## src/shared/eemseq_pkg.sv

```systemverilog
// Constants and types shared by the memory-controller sequencer
`default_nettype none
package eemseq_pkg;
  localparam int ADDR_W = 13;
  localparam int DATA_W = 8;
  localparam int PAGE_BYTES = 16;
  localparam int PAGE_LSB = 4;
  localparam int CLK_PERIOD_NS = 10;
  // Access time of the device in a read
  localparam int ACCESS_NS = 300;
  localparam int ACCESS_CYC = (ACCESS_NS + CLK_PERIOD_NS - 1) / CLK_PERIOD_NS;
  // Strobe low time for load, page erase, write and chip erase
  localparam int PULSE_NS = 200;
  localparam int PULSE_CYC = (PULSE_NS + CLK_PERIOD_NS - 1) / CLK_PERIOD_NS;
  // Recovery between load strobes
  localparam int RECOV_NS = 100;
  localparam int RECOV_CYC = (RECOV_NS + CLK_PERIOD_NS - 1) / CLK_PERIOD_NS;
  // Control setup after load or read
  localparam int SETUP_NS = 500;
  localparam int SETUP_CYC = (SETUP_NS + CLK_PERIOD_NS - 1) / CLK_PERIOD_NS;
  // Busy wait after erase or write: worst erase 200 ms plus setup 50 us
  localparam int ERASE_MS = 200;
  localparam int NV_SETUP_US = 50;
  localparam int NV_WAIT_CYC =
    (ERASE_MS * 1000000 + NV_SETUP_US * 1000) / CLK_PERIOD_NS;
  localparam int CNT_W = 25;
  localparam logic [CNT_W-1:0] CNT_ZERO = 25'h0000000;
  localparam logic [CNT_W-1:0] CNT_ONE = 25'h0000001;
  localparam logic [3:0] IDX_ZERO = 4'h0;
  localparam logic [3:0] IDX_ONE = 4'h1;
  localparam logic [3:0] IDX_LAST = 4'hF;
  localparam logic [ADDR_W-1:0] ADDR_ZERO = 13'h0000;
  localparam logic [DATA_W-1:0] DATA_ZERO = 8'h00;
  localparam logic [DATA_W-1:0] DATA_ERASED = 8'h00;
  typedef enum logic [2:0] {
    EEMSEQ_CMD_READ = 3'h0,
    EEMSEQ_CMD_CHIP_ERASE = 3'h1,
    EEMSEQ_CMD_PAGE_ERASE = 3'h2,
    EEMSEQ_CMD_PAGE_WRITE = 3'h3
  } eemseq_cmd_e;
endpackage
`default_nettype wire

```

## src/core/eemseq_buf.sv

```systemverilog
// Sixteen-byte staging memory for page write data
`default_nettype none
module eemseq_buf
  import eemseq_pkg::*;
(
  input wire logic clk,
  input wire logic we,
  input wire logic [3:0] waddr,
  input wire logic [DATA_W-1:0] wdata,
  input wire logic [3:0] raddr,
  output logic [DATA_W-1:0] rdata_q
);
  logic [DATA_W-1:0] mem [PAGE_BYTES];
  always_ff @(posedge clk) begin
    if (we) begin
      mem[waddr] <= wdata;
    end
    rdata_q <= mem[raddr];
  end
endmodule // eemseq_buf
`default_nettype wire

```

## src/core/eemseq_host.sv

```systemverilog
// Host sequencer driving the parallel pins of the erasable memory
`default_nettype none
// Overview of operation
// - Chip erase: mode1 high, mode2 low, then select and output enable low.
// - Page erase: mode1 high, mode2 low, select and write enable low.
// - Address and data stay stable while select and write enable are low.
// - Load bytes are always followed by a write before any other mode.
// - One to sixteen bytes are loaded then written in one operation.
// - Write: mode2 high, mode1 low, then select and write enable low.
module eemseq_host
  import eemseq_pkg::*;
#(
  parameter int NV_WAIT = NV_WAIT_CYC
) (
  input wire logic SYS_CLK,
  input wire logic SRST,
  input wire logic CMD_VALID,
  input wire eemseq_pkg::eemseq_cmd_e CMD_OP,
  input wire logic [eemseq_pkg::ADDR_W-1:0] CMD_ADDR,
  input wire logic [3:0] CMD_LEN_M1,
  input wire logic WR_VALID,
  input wire logic [eemseq_pkg::DATA_W-1:0] WR_DATA,
  output logic CMD_READY,
  output logic WR_READY,
  output logic RD_VALID,
  output logic [eemseq_pkg::DATA_W-1:0] RD_DATA,
  output logic BUSY,
  output logic [eemseq_pkg::ADDR_W-1:0] MEM_ADDR,
  output logic [eemseq_pkg::DATA_W-1:0] MEM_DQ_OUT,
  output logic MEM_DQ_OE,
  input wire logic [eemseq_pkg::DATA_W-1:0] MEM_DQ_IN,
  output logic MEM_SEL_N,
  output logic MEM_OUT_EN_N,
  output logic MEM_WR_EN_N,
  output logic MODE_CONTROL_1,
  output logic MODE_CONTROL_2
);
  import eemseq_pkg::*;

  typedef enum logic [3:0] {
    S_IDLE = 4'h0,
    S_FILL = 4'h1,
    S_RD_WAIT = 4'h2,
    S_RD_DONE = 4'h3,
    S_LD_SET = 4'h4,
    S_LD_LOW = 4'h5,
    S_LD_HIGH = 4'h6,
    S_NV_SET = 4'h7,
    S_NV_LOW = 4'h8,
    S_NV_WAIT = 4'h9,
    S_SETTLE = 4'hA
  } eemseq_state_e;

  function automatic logic [CNT_W-1:0] cyc(input int n);
    cyc = n[CNT_W-1:0];
  endfunction

  eemseq_state_e state_q, state_d;
  eemseq_cmd_e op_q;
  logic [CNT_W-1:0] cnt_q, cnt_d;
  logic [ADDR_W-1:0] base_q;
  logic [3:0] len_q, idx_q, idx_d;
  logic [DATA_W-1:0] din_s1_q, din_s2_q, buf_rd;
  logic cmd_ready_q, wr_ready_q, rd_valid_q, busy_q;
  logic [DATA_W-1:0] rd_data_q, dq_out_q;
  logic dq_oe_q, sel_n_q, oe_n_q, we_n_q, mc1_q, mc2_q;
  logic [ADDR_W-1:0] addr_q;

  wire logic cnt_done = (cnt_q == CNT_ZERO);
  wire logic cmd_take = cmd_ready_q && CMD_VALID;
  wire logic wr_take = wr_ready_q && WR_VALID;
  wire logic is_write_cmd = (CMD_OP == EEMSEQ_CMD_PAGE_WRITE);
  wire logic fill_last = wr_take && (idx_q == len_q);
  wire logic load_last = (idx_q == len_q);
  // Byte address inside a page follows the load index
  wire logic [ADDR_W-1:0] load_addr = {base_q[ADDR_W-1:PAGE_LSB], idx_q};
  wire logic [3:0] buf_raddr = (state_q == S_LD_HIGH) ? idx_q + IDX_ONE
                                                      : idx_q;

  eemseq_buf u_buf (
    .clk(SYS_CLK),
    .we(wr_take),
    .waddr(idx_q),
    .wdata(WR_DATA),
    .raddr(buf_raddr),
    .rdata_q(buf_rd)
  );

  // Pin data passes two flops before it is read
  always_ff @(posedge SYS_CLK) begin
    din_s1_q <= MEM_DQ_IN;
    din_s2_q <= din_s1_q;
  end

  always_comb begin
    state_d = state_q;
    cnt_d = cnt_done ? CNT_ZERO : cnt_q - CNT_ONE;
    idx_d = idx_q;
    case (state_q)
      S_IDLE: begin
        if (cmd_take) begin
          idx_d = IDX_ZERO;
          case (CMD_OP)
            EEMSEQ_CMD_READ: begin
              state_d = S_RD_WAIT;
              cnt_d = cyc(ACCESS_CYC + 2);
            end
            EEMSEQ_CMD_PAGE_WRITE: state_d = S_FILL;
            default: begin
              state_d = S_NV_SET;
              cnt_d = cyc(1);
            end
          endcase
        end
      end
      S_FILL: begin
        if (wr_take) begin
          idx_d = idx_q + IDX_ONE;
        end
        if (fill_last) begin
          state_d = S_LD_SET;
          idx_d = IDX_ZERO;
          cnt_d = cyc(1);
        end
      end
      S_RD_WAIT: if (cnt_done) state_d = S_RD_DONE;
      S_RD_DONE: begin
        state_d = S_SETTLE;
        cnt_d = cyc(SETUP_CYC);
      end
      S_LD_SET: begin
        if (cnt_done) begin
          state_d = S_LD_LOW;
          cnt_d = cyc(PULSE_CYC);
        end
      end
      S_LD_LOW: begin
        if (cnt_done) begin
          state_d = S_LD_HIGH;
          cnt_d = cyc(RECOV_CYC);
        end
      end
      S_LD_HIGH: begin
        if (cnt_done) begin
          if (load_last) begin
            state_d = S_NV_SET;
            cnt_d = cyc(SETUP_CYC);
          end else begin
            state_d = S_LD_LOW;
            idx_d = idx_q + IDX_ONE;
            cnt_d = cyc(PULSE_CYC);
          end
        end
      end
      S_NV_SET: begin
        if (cnt_done) begin
          state_d = S_NV_LOW;
          cnt_d = cyc(PULSE_CYC);
        end
      end
      S_NV_LOW: begin
        if (cnt_done) begin
          state_d = S_NV_WAIT;
          cnt_d = cyc(NV_WAIT);
        end
      end
      S_NV_WAIT: if (cnt_done) state_d = S_IDLE;
      S_SETTLE: if (cnt_done) state_d = S_IDLE;
      default: state_d = S_IDLE;
    endcase
  end

  // Pin levels per state; strobes only fall after modes have settled
  wire logic in_load = (state_q == S_LD_SET) || (state_q == S_LD_LOW) ||
                       (state_q == S_LD_HIGH);
  wire logic in_nv = (state_q == S_NV_SET) || (state_q == S_NV_LOW) ||
                     (state_q == S_NV_WAIT);
  wire logic in_read = (state_q == S_RD_WAIT) || (state_q == S_RD_DONE);
  wire logic nv_erase = in_nv && (op_q != EEMSEQ_CMD_PAGE_WRITE);
  wire logic nv_write = in_nv && (op_q == EEMSEQ_CMD_PAGE_WRITE);
  wire logic strobe = (state_q == S_LD_LOW) || (state_q == S_NV_LOW);
  wire logic chip_er = (op_q == EEMSEQ_CMD_CHIP_ERASE);
  wire logic mc1_d = !(in_load || nv_write);
  wire logic mc2_d = !(in_load || nv_erase);
  wire logic sel_n_d = !(in_read || strobe);
  wire logic oe_n_d = !(in_read || (strobe && nv_erase && chip_er));
  wire logic we_n_d = !(strobe && !(nv_erase && chip_er));
  wire logic [ADDR_W-1:0] addr_d = in_load ? load_addr : base_q;

  always_ff @(posedge SYS_CLK) begin
    if (SRST) begin
      state_q <= S_IDLE;
      cnt_q <= CNT_ZERO;
      idx_q <= IDX_ZERO;
      op_q <= EEMSEQ_CMD_READ;
      base_q <= ADDR_ZERO;
      len_q <= IDX_ZERO;
    end else begin
      state_q <= state_d;
      cnt_q <= cnt_d;
      idx_q <= idx_d;
      if (cmd_take) begin
        op_q <= CMD_OP;
        base_q <= CMD_ADDR;
        len_q <= is_write_cmd ? CMD_LEN_M1 : IDX_ZERO;
      end
    end
  end

  always_ff @(posedge SYS_CLK) begin
    if (SRST) begin
      cmd_ready_q <= 1'b0;
      wr_ready_q <= 1'b0;
      rd_valid_q <= 1'b0;
      rd_data_q <= DATA_ZERO;
      busy_q <= 1'b0;
      addr_q <= ADDR_ZERO;
      dq_out_q <= DATA_ZERO;
      dq_oe_q <= 1'b0;
      sel_n_q <= 1'b1;
      oe_n_q <= 1'b1;
      we_n_q <= 1'b1;
      mc1_q <= 1'b1;
      mc2_q <= 1'b1;
    end else begin
      cmd_ready_q <= (state_d == S_IDLE) && !cmd_take;
      wr_ready_q <= (state_d == S_FILL) && !fill_last;
      rd_valid_q <= (state_q == S_RD_DONE);
      if (state_q == S_RD_DONE) begin
        rd_data_q <= din_s2_q;
      end
      busy_q <= in_nv;
      addr_q <= addr_d;
      dq_out_q <= buf_rd;
      dq_oe_q <= in_load;
      sel_n_q <= sel_n_d;
      oe_n_q <= oe_n_d;
      we_n_q <= we_n_d;
      mc1_q <= mc1_d;
      mc2_q <= mc2_d;
    end
  end

  assign CMD_READY = cmd_ready_q;
  assign WR_READY = wr_ready_q;
  assign RD_VALID = rd_valid_q;
  assign RD_DATA = rd_data_q;
  assign BUSY = busy_q;
  assign MEM_ADDR = addr_q;
  assign MEM_DQ_OUT = dq_out_q;
  assign MEM_DQ_OE = dq_oe_q;
  assign MEM_SEL_N = sel_n_q;
  assign MEM_OUT_EN_N = oe_n_q;
  assign MEM_WR_EN_N = we_n_q;
  assign MODE_CONTROL_1 = mc1_q;
  assign MODE_CONTROL_2 = mc2_q;

  // Address and data must not move during a load strobe
  property p_load_stable;
    @(posedge SYS_CLK) disable iff (SRST)
    (!MEM_SEL_N && !MEM_WR_EN_N && !MODE_CONTROL_1 && !MODE_CONTROL_2 &&
     !$past(MEM_SEL_N) && !$past(MEM_WR_EN_N))
    |-> $stable(MEM_ADDR) && $stable(MEM_DQ_OUT);
  endproperty
  a_load_stable: assert property (p_load_stable)
    else $error("address or data moved during load strobe");

  property p_read_pins;
    @(posedge SYS_CLK) disable iff (SRST)
    (!MEM_SEL_N && !MEM_OUT_EN_N && MODE_CONTROL_2)
    |-> MEM_WR_EN_N && MODE_CONTROL_1 && !MEM_DQ_OE;
  endproperty
  a_read_pins: assert property (p_read_pins)
    else $error("read pin levels wrong");

  // Data is taken only after select and output enable stood low a full access
  property p_read_delay;
    @(posedge SYS_CLK) disable iff (SRST)
    $rose(RD_VALID) |-> !$past(MEM_SEL_N, 32) && !$past(MEM_OUT_EN_N, 32);
  endproperty
  a_read_delay: assert property (p_read_delay)
    else $error("read sampled too early");

  property p_chip_erase;
    @(posedge SYS_CLK) disable iff (SRST)
    !MEM_SEL_N && !MODE_CONTROL_2 && !MEM_OUT_EN_N
    |-> MODE_CONTROL_1 && MEM_WR_EN_N && $past(MODE_CONTROL_1);
  endproperty
  a_chip_erase: assert property (p_chip_erase)
    else $error("chip erase pin levels wrong");

  property p_page_erase;
    @(posedge SYS_CLK) disable iff (SRST)
    !MEM_SEL_N && !MEM_WR_EN_N && MODE_CONTROL_1 |-> !MODE_CONTROL_2 &&
    MEM_OUT_EN_N && !MEM_DQ_OE;
  endproperty
  a_page_erase: assert property (p_page_erase)
    else $error("page erase pin levels wrong");

  property p_load_pins;
    @(posedge SYS_CLK) disable iff (SRST)
    !MEM_WR_EN_N && !MODE_CONTROL_1 && !MODE_CONTROL_2
    |-> MEM_OUT_EN_N && MEM_DQ_OE && !MEM_SEL_N;
  endproperty
  a_load_pins: assert property (p_load_pins)
    else $error("load pin levels wrong");

  property p_load_then_write;
    @(posedge SYS_CLK) disable iff (SRST)
    $fell(MEM_DQ_OE) |-> MODE_CONTROL_2 && !MODE_CONTROL_1;
  endproperty
  a_load_then_write: assert property (p_load_then_write)
    else $error("load not followed by write mode");

  property p_write_pins;
    @(posedge SYS_CLK) disable iff (SRST)
    !MEM_SEL_N && MODE_CONTROL_2 && !MODE_CONTROL_1
    |-> MEM_OUT_EN_N && !MEM_WR_EN_N;
  endproperty
  a_write_pins: assert property (p_write_pins)
    else $error("write pin levels wrong");

  property p_nv_hold;
    @(posedge SYS_CLK) disable iff (SRST)
    $rose(BUSY) |-> BUSY [*8];
  endproperty
  a_nv_hold: assert property (p_nv_hold)
    else $error("busy wait cut short");

  // Between load strobes select is high but the host keeps driving data
  property p_standby;
    @(posedge SYS_CLK) disable iff (SRST)
    MEM_SEL_N && MODE_CONTROL_1 && MODE_CONTROL_2 |-> !MEM_DQ_OE;
  endproperty
  a_standby: assert property (p_standby)
    else $error("data driven while deselected");

  c_read: cover property (@(posedge SYS_CLK) RD_VALID);
  c_write: cover property (@(posedge SYS_CLK)
    !MEM_WR_EN_N && MODE_CONTROL_2 && !MODE_CONTROL_1);
  c_chip: cover property (@(posedge SYS_CLK)
    !MEM_OUT_EN_N && !MODE_CONTROL_2);
  c_page: cover property (@(posedge SYS_CLK)
    !MEM_WR_EN_N && MODE_CONTROL_1 && !MODE_CONTROL_2);
endmodule // eemseq_host
`default_nettype wire

```

## config.mk

```make
export PLATFORM = sky130hd
export DESIGN_NAME = eemseq_host
export DESIGN_NICKNAME = d
export VERILOG_FILES = /design/src/shared/eemseq_pkg.sv /design/src/core/eemseq_buf.sv /design/src/core/eemseq_host.sv
export SDC_FILE = /design/constraint.sdc
export NUM_CORES = 1
export LEC_CHECK = 0
export ABC_AREA = 0
export BUFFER_PORTS_ARGS = -buffer_cell sky130_fd_sc_hd__clkbuf_2
export CAP_MARGIN = 20
export CORE_MARGIN = 3
export CORE_UTILIZATION = 50
export DETAILED_ROUTE_END_ITERATION = 12
export GPL_TIMING_DRIVEN = 1
export HOLD_SLACK_MARGIN = 0.1
export PLACE_DENSITY = 0.71
export SLEW_MARGIN = 15
export SYNTH_ARGS = -nofsm -noshare
export SYNTH_HDL_FRONTEND = slang
export SYNTH_SLANG_ARGS = --single-unit
```

## constraint.sdc

```tcl
create_clock -name SYS_CLK -period 2.4 [get_ports SYS_CLK]
set_input_delay 0.24 -clock SYS_CLK [delete_from_list [all_inputs] [get_ports SYS_CLK]]
set_output_delay 0.24 -clock SYS_CLK [all_outputs]
set_load 0.02 [all_outputs]
```

## Yosys cells after proc, flatten, opt, wreduce, memory -nomap -nowiden

Memories as Yosys holds them, arrays and structs flattened. A register that Yosys moved wholly into a read port is not among the register bits.
Index checks and enable logic that the tools add are counted.

| word-level totals | value |
|---|---|
| memory bits (read-only) | 0 |
| memory bits (writable) | 128 |
| output and inout port bits | 39 |
| memories kept | 1 |
| word-level logic and storage cells | 114 |
| register bits | 108 |
| bits in latches | 0 |
| input port bits | 40 |

Memories:

| name | depth | width | rd ports | clocked after memory_dff | wr ports | RTL line | RTL |
|---|---|---|---|---|---|---|---|
| u_buf.mem | 16 | 8 | 1 | 1 | 1 | eemseq_buf.sv:13 | `logic [DATA_W-1:0] mem [PAGE_BYTES];` |

| operators by class | value |
|---|---|
| equality and inequality tests | 20 |
| shift-type cells | 0 |
| reduce and logical (&&, ||, !) cells | 37 |
| magnitude comparators | 0 |
| multiplexer cells | 33 |
| bitwise operators | 0 |
| multiply operators | 0 |
| divide/modulo/power cells | 0 |
| $add $sub $neg | 2 |

Operators by type and width:

| cell | count |
|---|---|
| $mux 25 | 7 |
| $pmux 25 s7 | 1 |
| $mux 4 | 17 |
| $pmux 25 s2 | 1 |
| $pmux 4 s10 | 1 |
| $logic_not 25->1 | 1 |
| $sub 25x1->25 const B | 1 |
| $eq 4x3->1 const B | 4 |
| $eq 4x4->1 const B | 3 |
| $pmux 4 s3 | 1 |
| $logic_and 1x1->1 | 11 |
| $logic_or 1x1->1 | 10 |
| $eq 4x1->1 const B | 2 |
| $eq 4x2->1 const B | 2 |
| $logic_not 1->1 | 8 |
| $logic_not 4->1 | 2 |
| $eq 3x2->1 const B | 2 |
| $mux 6 | 1 |
| $ne 2x2->1 const B | 3 |
| $pmux 3 s2 | 1 |
| $reduce_and 5->1 | 1 |
| $add 4x1->4 const B | 1 |
| $eq 4x4->1 | 1 |
| $reduce_or 2->1 | 2 |
| 7 further kinds | 8 |

## Longest topological paths before layout

Gate-level depths: netlist of the first run.

| logic depth | value |
|---|---|
| depth after elaboration | 8 |
| depth in mapped cells | 11 |
| mapped depth without buffers | 8 |

## Cells and area by module

Synthesis of the first run repeated with hierarchy kept, for this count alone.

| unflattened totals | value |
|---|---|
| cells, all modules | 720 |
| area, all modules | 9504.1 µm² |

By module, submodules not included:

| module | cells each | sequential area each (µm²) | area an instance (µm²) | instances |
|---|---|---|---|---|
| eemseq_buf | 229 | 4003.8 | 5147.4 | 1 |
| eemseq_host | 491 | 2162.1 | 4356.7 | 1 |

## Worst setup path before layout of the first run

OpenSTA, ideal clock, no wires.

| timing path | value |
|---|---|
| path kind | flip-flop to flip-flop |
| start | register state_q[3] |
| end | register u_buf.rdata_q[2] (read register of u_buf.mem) |
| buffers on the path | 2 |
| setup time | 0.134 ns |
| period minus slack after synthesis | 2.580 ns |
| stages on the path, launching flop included | 9 |
| arrival time | 2.446 ns |
| required time | 2.266 ns |
| slack | -0.180 ns |
| cells stage by stage | dfxtp_1 -> nor2b_1 -> buf_2 -> nand2_2 -> inv_2 -> ha_1 -> clkbuf_1 -> mux4_2 -> mux4_2 |

| on the way | value |
|---|---|
| word-level cells in the longest chain between the ends | 2 |

Ends and longest elaborated chain:

| item | RTL line | RTL |
|---|---|---|
| from (decl) | eemseq_host.sv:58 | `eemseq_state_e state_q, state_d;` |
| from (signal assigned) | eemseq_host.sv:199 | `state_q <= state_d;` |
| $eq 4x3->1 | eemseq_host.sv:77 | `wire logic [3:0] buf_raddr = (state_q == S_LD_HIGH) ? idx_q + IDX_ONE` |
| $mux 4 | eemseq_host.sv:77 |  |
| to (decl) | eemseq_buf.sv:11 | `output logic [DATA_W-1:0] rdata_q` |

No other way between the ends.
A chain may end at the register's enable or synchronous reset.

## Worst setup path after layout of the first run

| timing path | value |
|---|---|
| start | register cnt_q[17] |
| end | register cnt_q[3] |

| on the way | value |
|---|---|
| word-level cells in the longest chain between the ends | 5 |
| elaborated cells on any way between the ends | 10 |
| those cells by class | mux (9); reduce/logical (1) |

Ends and longest elaborated chain:

| item | RTL line | RTL |
|---|---|---|
| from (decl) | eemseq_host.sv:60 | `logic [CNT_W-1:0] cnt_q, cnt_d;` |
| from (signal assigned) | eemseq_host.sv:200 | `cnt_q <= cnt_d;` |
| $logic_not 25->1 * | eemseq_host.sv:69 | `wire logic cnt_done = (cnt_q == CNT_ZERO);` |
| $mux 25 | eemseq_host.sv:97 | `cnt_d = cnt_done ? CNT_ZERO : cnt_q - CNT_ONE;` |
| $pmux 25 s2 | eemseq_host.sv:103 | `case (CMD_OP)` |
| $mux 25 | eemseq_host.sv:101 | `if (cmd_take) begin` |
| $pmux 25 s7 * | eemseq_host.sv:99 | `case (state_q)` |

Mark *: on every way between the ends. The rest lies on a longest branch, timed or not.

==> flow_summary.yaml, run 1 <==
layout:
  syn_to_final_growth_pct: 21.6
  layout-drive-gt1-share_pct: 21.7
  layout.nets: 959
  final_common_cell: "edfxtp_1"
  n_antenna_cell: 0
  fillers: 1429
  mostFrequentLayoutCells: "128 x edfxtp_1, 116 x dfxtp_1, 96 x nand2_1"
  final_area_um2: 11700
  final_util_pct: 62.3
  instances_no_fill: 1189
floorplanning:
  die_x_um: 145
  fp.dieH_um: 145
  die_area_um2: 21000
  core_area_um2: 18800
  pin_count: 79
  num_rows: 50
  start_util_pct: 51.2
worst_setup_path:
  arrival_ns: 2.79
  required_ns: 2.83
  endpoint_kind: "register"
  path_class: "register to register"
  cp_max_fo: 6
  start_kind: "register"
synthesis:
  postSynth.asyncResetShare_pct: 0
  synth_edf_count: 128
  synth_nets: 816
  syn-mean-instance-area_um2: 12.5
  synth_warnings: 0
  synthDistinctLibCells: 63
  syn-instance-count: 769
  yosysSeqAreaShare_pct: 63.9
  ys_ff_latch: 244
  synth_flop_cell: "edfxtp_1"
  syn_area_um2: 9650
placed_design:
  dp_slack_ns: 0.000947
  gp_congestion: 0.931
  hpwl_um: 13600
  io_buffers: 78
  dp.cells: 1113
  postPlaceCellArea_um2: 10500
worst_hold_path:
  worstHoldPathType: "primary input to register"
sta:
  worst_pin_slew_ns: 0.543
  holdWs_ns: 0.144
  finalMaxSlewViolations: 0
  fin_worst_skew_ns: 0.0150
  slew_headroom_pct: 63.8
  period_share_pct: 98.3
  hold_violations: 0
  fin_crit_ns: 2.36
  report.final.setup_viol: 0
  setup_ws_ns: 0.0414
  fmaxAchievable_mhz: 424
drt:
  wl_per_cell_um: 17.3
  drtIter0Drc: 518
  vias: 6300
  antenna_left: 0
  routed_via_density: 5.30
  route.detailed.drc: 0
  firstDrtPassIters: 5
  wirelength_um: 20600
clock_network:
  cts_root_buf: "clkbuf_16"
  htree_num_levels: 1
  tritoncts: "yes"
  clk_path_buf_depth: 3
  clock_latency_ns: 0.51
  clk_pin_slew_ns: 0.06
  cts_buffers: 25
  clkSinkCount: 244
global_route:
  grt_max_degree: 38
  grt_pass1_vias: 6284
  antenna_found_initial: 0
  gr-total-overflow: 0
  grt_usage_pct: 19.6
  grt_pass1_wl_um: 33700
power_and_ir_drop:
  powerDensity_nw_per_um2: 1010
  irDropWorstVdd_v: 0.000680
  p_leak_nw: 4.27
run_status:
  outcome: "completed"
flow_run:
  maxCapViolations: 0
state kept, by name, indices dropped and copies added, names as in the netlist, 3 cells and up:
name,cells
MEM_ADDR,13
RD_DATA,8
state_q,4
cnt_q,25
len_q,4
u_buf.mem,128
op_q,3
din_s2_q,8
MEM_DQ_OUT,8
u_buf.rdata_q,8
idx_q,4
din_s1_q,8
base_q,13
kinds of logic after synthesis:
group / count (synthesis) / synth area share, %
XOR/XNOR: 26 / 2.55
flip-flops: 244 / 63.9
AO/OA/AOI/OAI: 103 / 6.52
buffers and inverters: 43 / 2.05
adder cells (fa/ha/maj): 7 / 0.908
AND/OR/NAND/NOR: 281 / 14.8
multiplexers: 65 / 9.30
worst max-delay path, stage by stage, from the launching register on:
cell and delay [ns]:
dfxtp_1 0.35, or4_4 0.57, nand4b_4 0.26, clkbuf_2 0.21, buf_4 0.16, nor4_2 0.31, nand2_1 0.22, a22oi_1 0.21
synth_stat cells, types with 6 or more instances:
cell	count	area share, %
o211ai_1	8	0.62
nand4_1	11	0.71
clkbuf_1	19	0.74
nand2b_1	7	0.45
nor2_1	55	2.1
nor2b_1	22	1.4
a21oi_1	47	2.4
nand2_1	96	3.7
nor3_1	20	1.0
nand3_1	8	0.42
mux4_2	19	4.4
a22oi_1	6	0.47
o21ai_0	19	0.99
xnor2_1	21	1.9
mux2i_1	43	4.5
dfxtp_1	116	24
nor4_1	8	0.52
edfxtp_1	128	40
ha_1	7	0.91
and2_1	19	1.2
inv_1	9	0.35
area by class of cell:
cell class / instances / area [um2] / share of cell area [%]
well taps: 260 / 325 / 2.77
flip-flops and latches: 244 / 6170 / 52.6
repair buffers: 149 / 1030 / 8.79
multi-input cells: 482 / 3350 / 28.6
clock inverters: 10 / 110 / 0.939
clock buffers: 34 / 709 / 6.05
inverters: 10 / 37.5 / 0.320
routing by layer:
layer | share of wire (%) | global-route usage [%] | wire length, um | vias up
li1 | - | - | - | 3086
met1 | 45 | 28.5 | 9320 | 2990
met2 | 47 | 31.6 | 9660 | 196
met3 | 6.1 | 3.19 | 1260 | 28
met4 | 1.6 | 3.75 | 324 | 0
met5 | 0 | 0 | 0 | -
path summary, 6_finish.rpt:
kind | startpoint | end | slack (ns) | cells after the start
worst max-delay path | cnt_q[17]$_SDFF_PP0_ | cnt_q[3]$_SDFF_PP0_ | 0.04 | 7
worst min-delay path | WR_DATA[2] | u_buf.mem[12][2]$_DFFE_PP_ | 0.14 | 1
worst max register to register | cnt_q[17]$_SDFF_PP0_ | cnt_q[3]$_SDFF_PP0_ | 0.04 | 7
worst min register to register | din_s1_q[1]$_DFF_P_ | din_s2_q[1]$_DFF_P_ | 0.33 | 0
metrics by stage:
step | power (mW) | TNS, ns
after floorplan | 6.97 | 0
after global placement | 7.72 | 0
after detailed placement | 7.76 | 0
after CTS | 11.6 | 0
after global routing | 12.5 | -0.208
final | 11.8 | 0
repair_timing:
item,4_1_cts,5_1_grt
hold endpoints to repair,29,0
hold buffers,29,0
endpoints found under the setup margin,5,12
resized for setup,0,8
setup buffers,0,3
pin swaps,1,5
where the power goes:
group	total (mW)	switching (mW)	leakage, nW	internal (mW)
clock network	3.81	1.52	0.392	2.29
registers	4.92	0.228	2.10	4.69
logic	3.07	1.78	1.77	1.29
Note: power is estimated with default switching activity, not from simulation.
==> inputs of run 2 (changes only) <==
==> constraint.sdc (replaced) <==
create_clock -name SYS_CLK -period 2.4 [get_ports SYS_CLK]
set_input_delay 0.48 -clock SYS_CLK [delete_from_list [all_inputs] [get_ports SYS_CLK]]
set_output_delay 0.48 -clock SYS_CLK [all_outputs]
set_load 0.02 [all_outputs]
==> run 2 against run 1 <==
Sequential cell count unchanged. Worst setup slack better by 0.060 ns. Cell area fell by 1.8%. Via count rose by 0.13%. Non-clock buffer count down 20. Highest routed layer unchanged. Largest power group unchanged. Largest cell class unchanged. Hold slack improved by 0.047 ns. First-iteration DRC count decreased by 14%. Clock power is essentially flat. Critical endpoint is now cnt_q[16]$_SDFF_PP0_. Power shrank 0.98%. Combinational power decreased by 4%.
==> flow_summary.yaml, run 2 (synthesis results as in run 1) <==
run_status:
  outcome: "completed"
power_and_ir_drop:
  irDropWorstVdd_v: 0.000622
  p_comb_share_pct: 25.1
  p_leak_nw: 4.21
  switchingPower_mw: 3.43
  pwr-share-seq_pct: 42.0
  finalPower_mw: 11.7
  switching_share_pct: 29.4
  power_frac_clock_pct: 32.9
  internal_power_mw: 8.25
  powerDensity_nw_per_um2: 1010
placed_design:
  dp.cells: 1115
  gp_congestion: 0.942
  hpwl_um: 13600
  io_buffers: 78
global_route:
  grt_pass1_wl_um: 32600
  globalRouteMet3Util_pct: 3.31
  grt_max_degree: 39
  grtUsageMet1_pct: 27.1
  top_usage_layer: "met2"
  gr-usage-met2_pct: 30.8
  grt_pass1_vias: 6143
  grt_usage_pct: 19.1
  antenna_found_initial: 0
  gr-total-overflow: 0
layout:
  final_util_pct: 61.2
  n_antenna_cell: 0
  layout-drive-gt1-share_pct: 22.2
  top_regs: "u_buf.mem: 128 flops, cnt_q: 25 flops"
  fillers: 1441
  largest_reg_flops: 128
  final_common_cell: "edfxtp_1"
  syn_to_final_growth_pct: 19.4
  regMostFlops: "u_buf.mem"
  mostFrequentLayoutCells: "128 x edfxtp_1, 116 x dfxtp_1, 96 x nand2_1"
  instances_no_fill: 1171
  layout.nets: 940
sta:
  fin_crit_ns: 2.30
  rsz0062_at_grt: "yes"
  fin_worst_skew_ns: 0.0132
  slew_headroom_pct: 61.1
  worst_pin_slew_ns: 0.579
  holdWs_ns: 0.191
  fmaxAchievable_mhz: 435
  period_share_pct: 95.8
  finalMaxSlewViolations: 0
  fin_tns_setup_ns: 0
  report.final.setup_viol: 0
  hold_violations: 0
floorplanning:
  fp.dieH_um: 145
  die_x_um: 145
  core_area_um2: 18800
  start_util_pct: 51.2
  num_rows: 50
  die_area_um2: 21000
  pin_count: 79
clock_network:
  htree_num_levels: 1
  tritoncts: "yes"
  clk_path_buf_depth: 3
  clkSinkCount: 244
  cts_root_buf: "clkbuf_16"
  clock_latency_ns: 0.51
  clk_pin_slew_ns: 0.06
  cts_buffers: 25
drt:
  wl_per_cell_um: 17.5
  routed_via_density: 5.39
  drtIter0Drc: 448
  antenna_left: 0
  wirelength_um: 20500
  route.detailed.drc: 0
  firstDrtPassIters: 6
  vias: 6308
worst_setup_path:
  path_class: "register to register"
  endpoint_kind: "register"
  required_ns: 2.78
  arrival_ns: 2.68
  start_kind: "register"
  cp_max_fo: 6
flow_run:
  maxCapViolations: 0
worst_hold_path:
  worstHoldPathType: "primary input to register"
==> run 2: cell type report <==
cell class | instances | area (um2) | share of cell area (%)
inverter | 10 | 37.5 | 0.326
timing repair buffer | 129 | 831 | 7.21
multi-input combinational | 483 | 3330 | 28.9
clock inverter | 8 | 86.3 | 0.749
clock buffer | 37 | 746 | 6.47
tap | 260 | 325 | 2.82
sequential | 244 | 6170 | 53.5
==> run 2: power groups by stage <==
stage          Clock [mW]  Combinational, mW  Sequential (mW)
6_report             3.84               2.94             4.91
5_1_grt              4.09               3.23             4.94
4_1_cts              3.90               2.76             4.91
3_5_place_dp            0               2.73             4.99
3_3_place_gp            0               2.70             4.98
2_1_floorplan           0               1.95             5.02
==> run 2: per-layer routing <==
metal	share of wire [%]	up-vias
met5	0	-
met1	45	3013
met3	5.6	43
met2	47	204
li1	-	3048
met4	2.5	0
==> run 2: worst max-delay path: stages (launching register included) <==
cell and delay, ns:
dfxtp_1 0.35, or4_4 0.57, nand4b_4 0.25, or2_2 0.39, a41o_1 0.26, a22oi_2 0.14
buf_4 0.16, a21oi_1 0.04
==> run 2: path summary, 6_finish.rpt <==
kind,from,endpoint,slack [ns],cells past startpoint
worst min register to register,din_s1_q[3]$_DFF_P_,din_s2_q[3]$_DFF_P_,0.33,0
worst min-delay path,CMD_ADDR[0],base_q[0]$_SDFFE_PP0P_,0.19,3
worst max-delay path,cnt_q[17]$_SDFF_PP0_,cnt_q[16]$_SDFF_PP0_,0.10,7
worst max register to register,cnt_q[17]$_SDFF_PP0_,cnt_q[16]$_SDFF_PP0_,0.10,7
==> run 2: repair_timing <==
action	4_1_cts	5_1_grt
endpoints found under the setup margin	0	12
gates resized for setup	0	3
hold endpoints to repair	8	0
hold buffers	8	0
buffers inserted	0	2
==> run 2: through the flow <==
stage	setup slack, ns	area, um2
2_1_floorplan	0.0243	9660
3_3_place_gp	0.0720	10600
3_5_place_dp	0.0247	10600
4_1_cts	0.00752	11500
5_1_grt	-0.00386	11500
6_report	0.101	11500
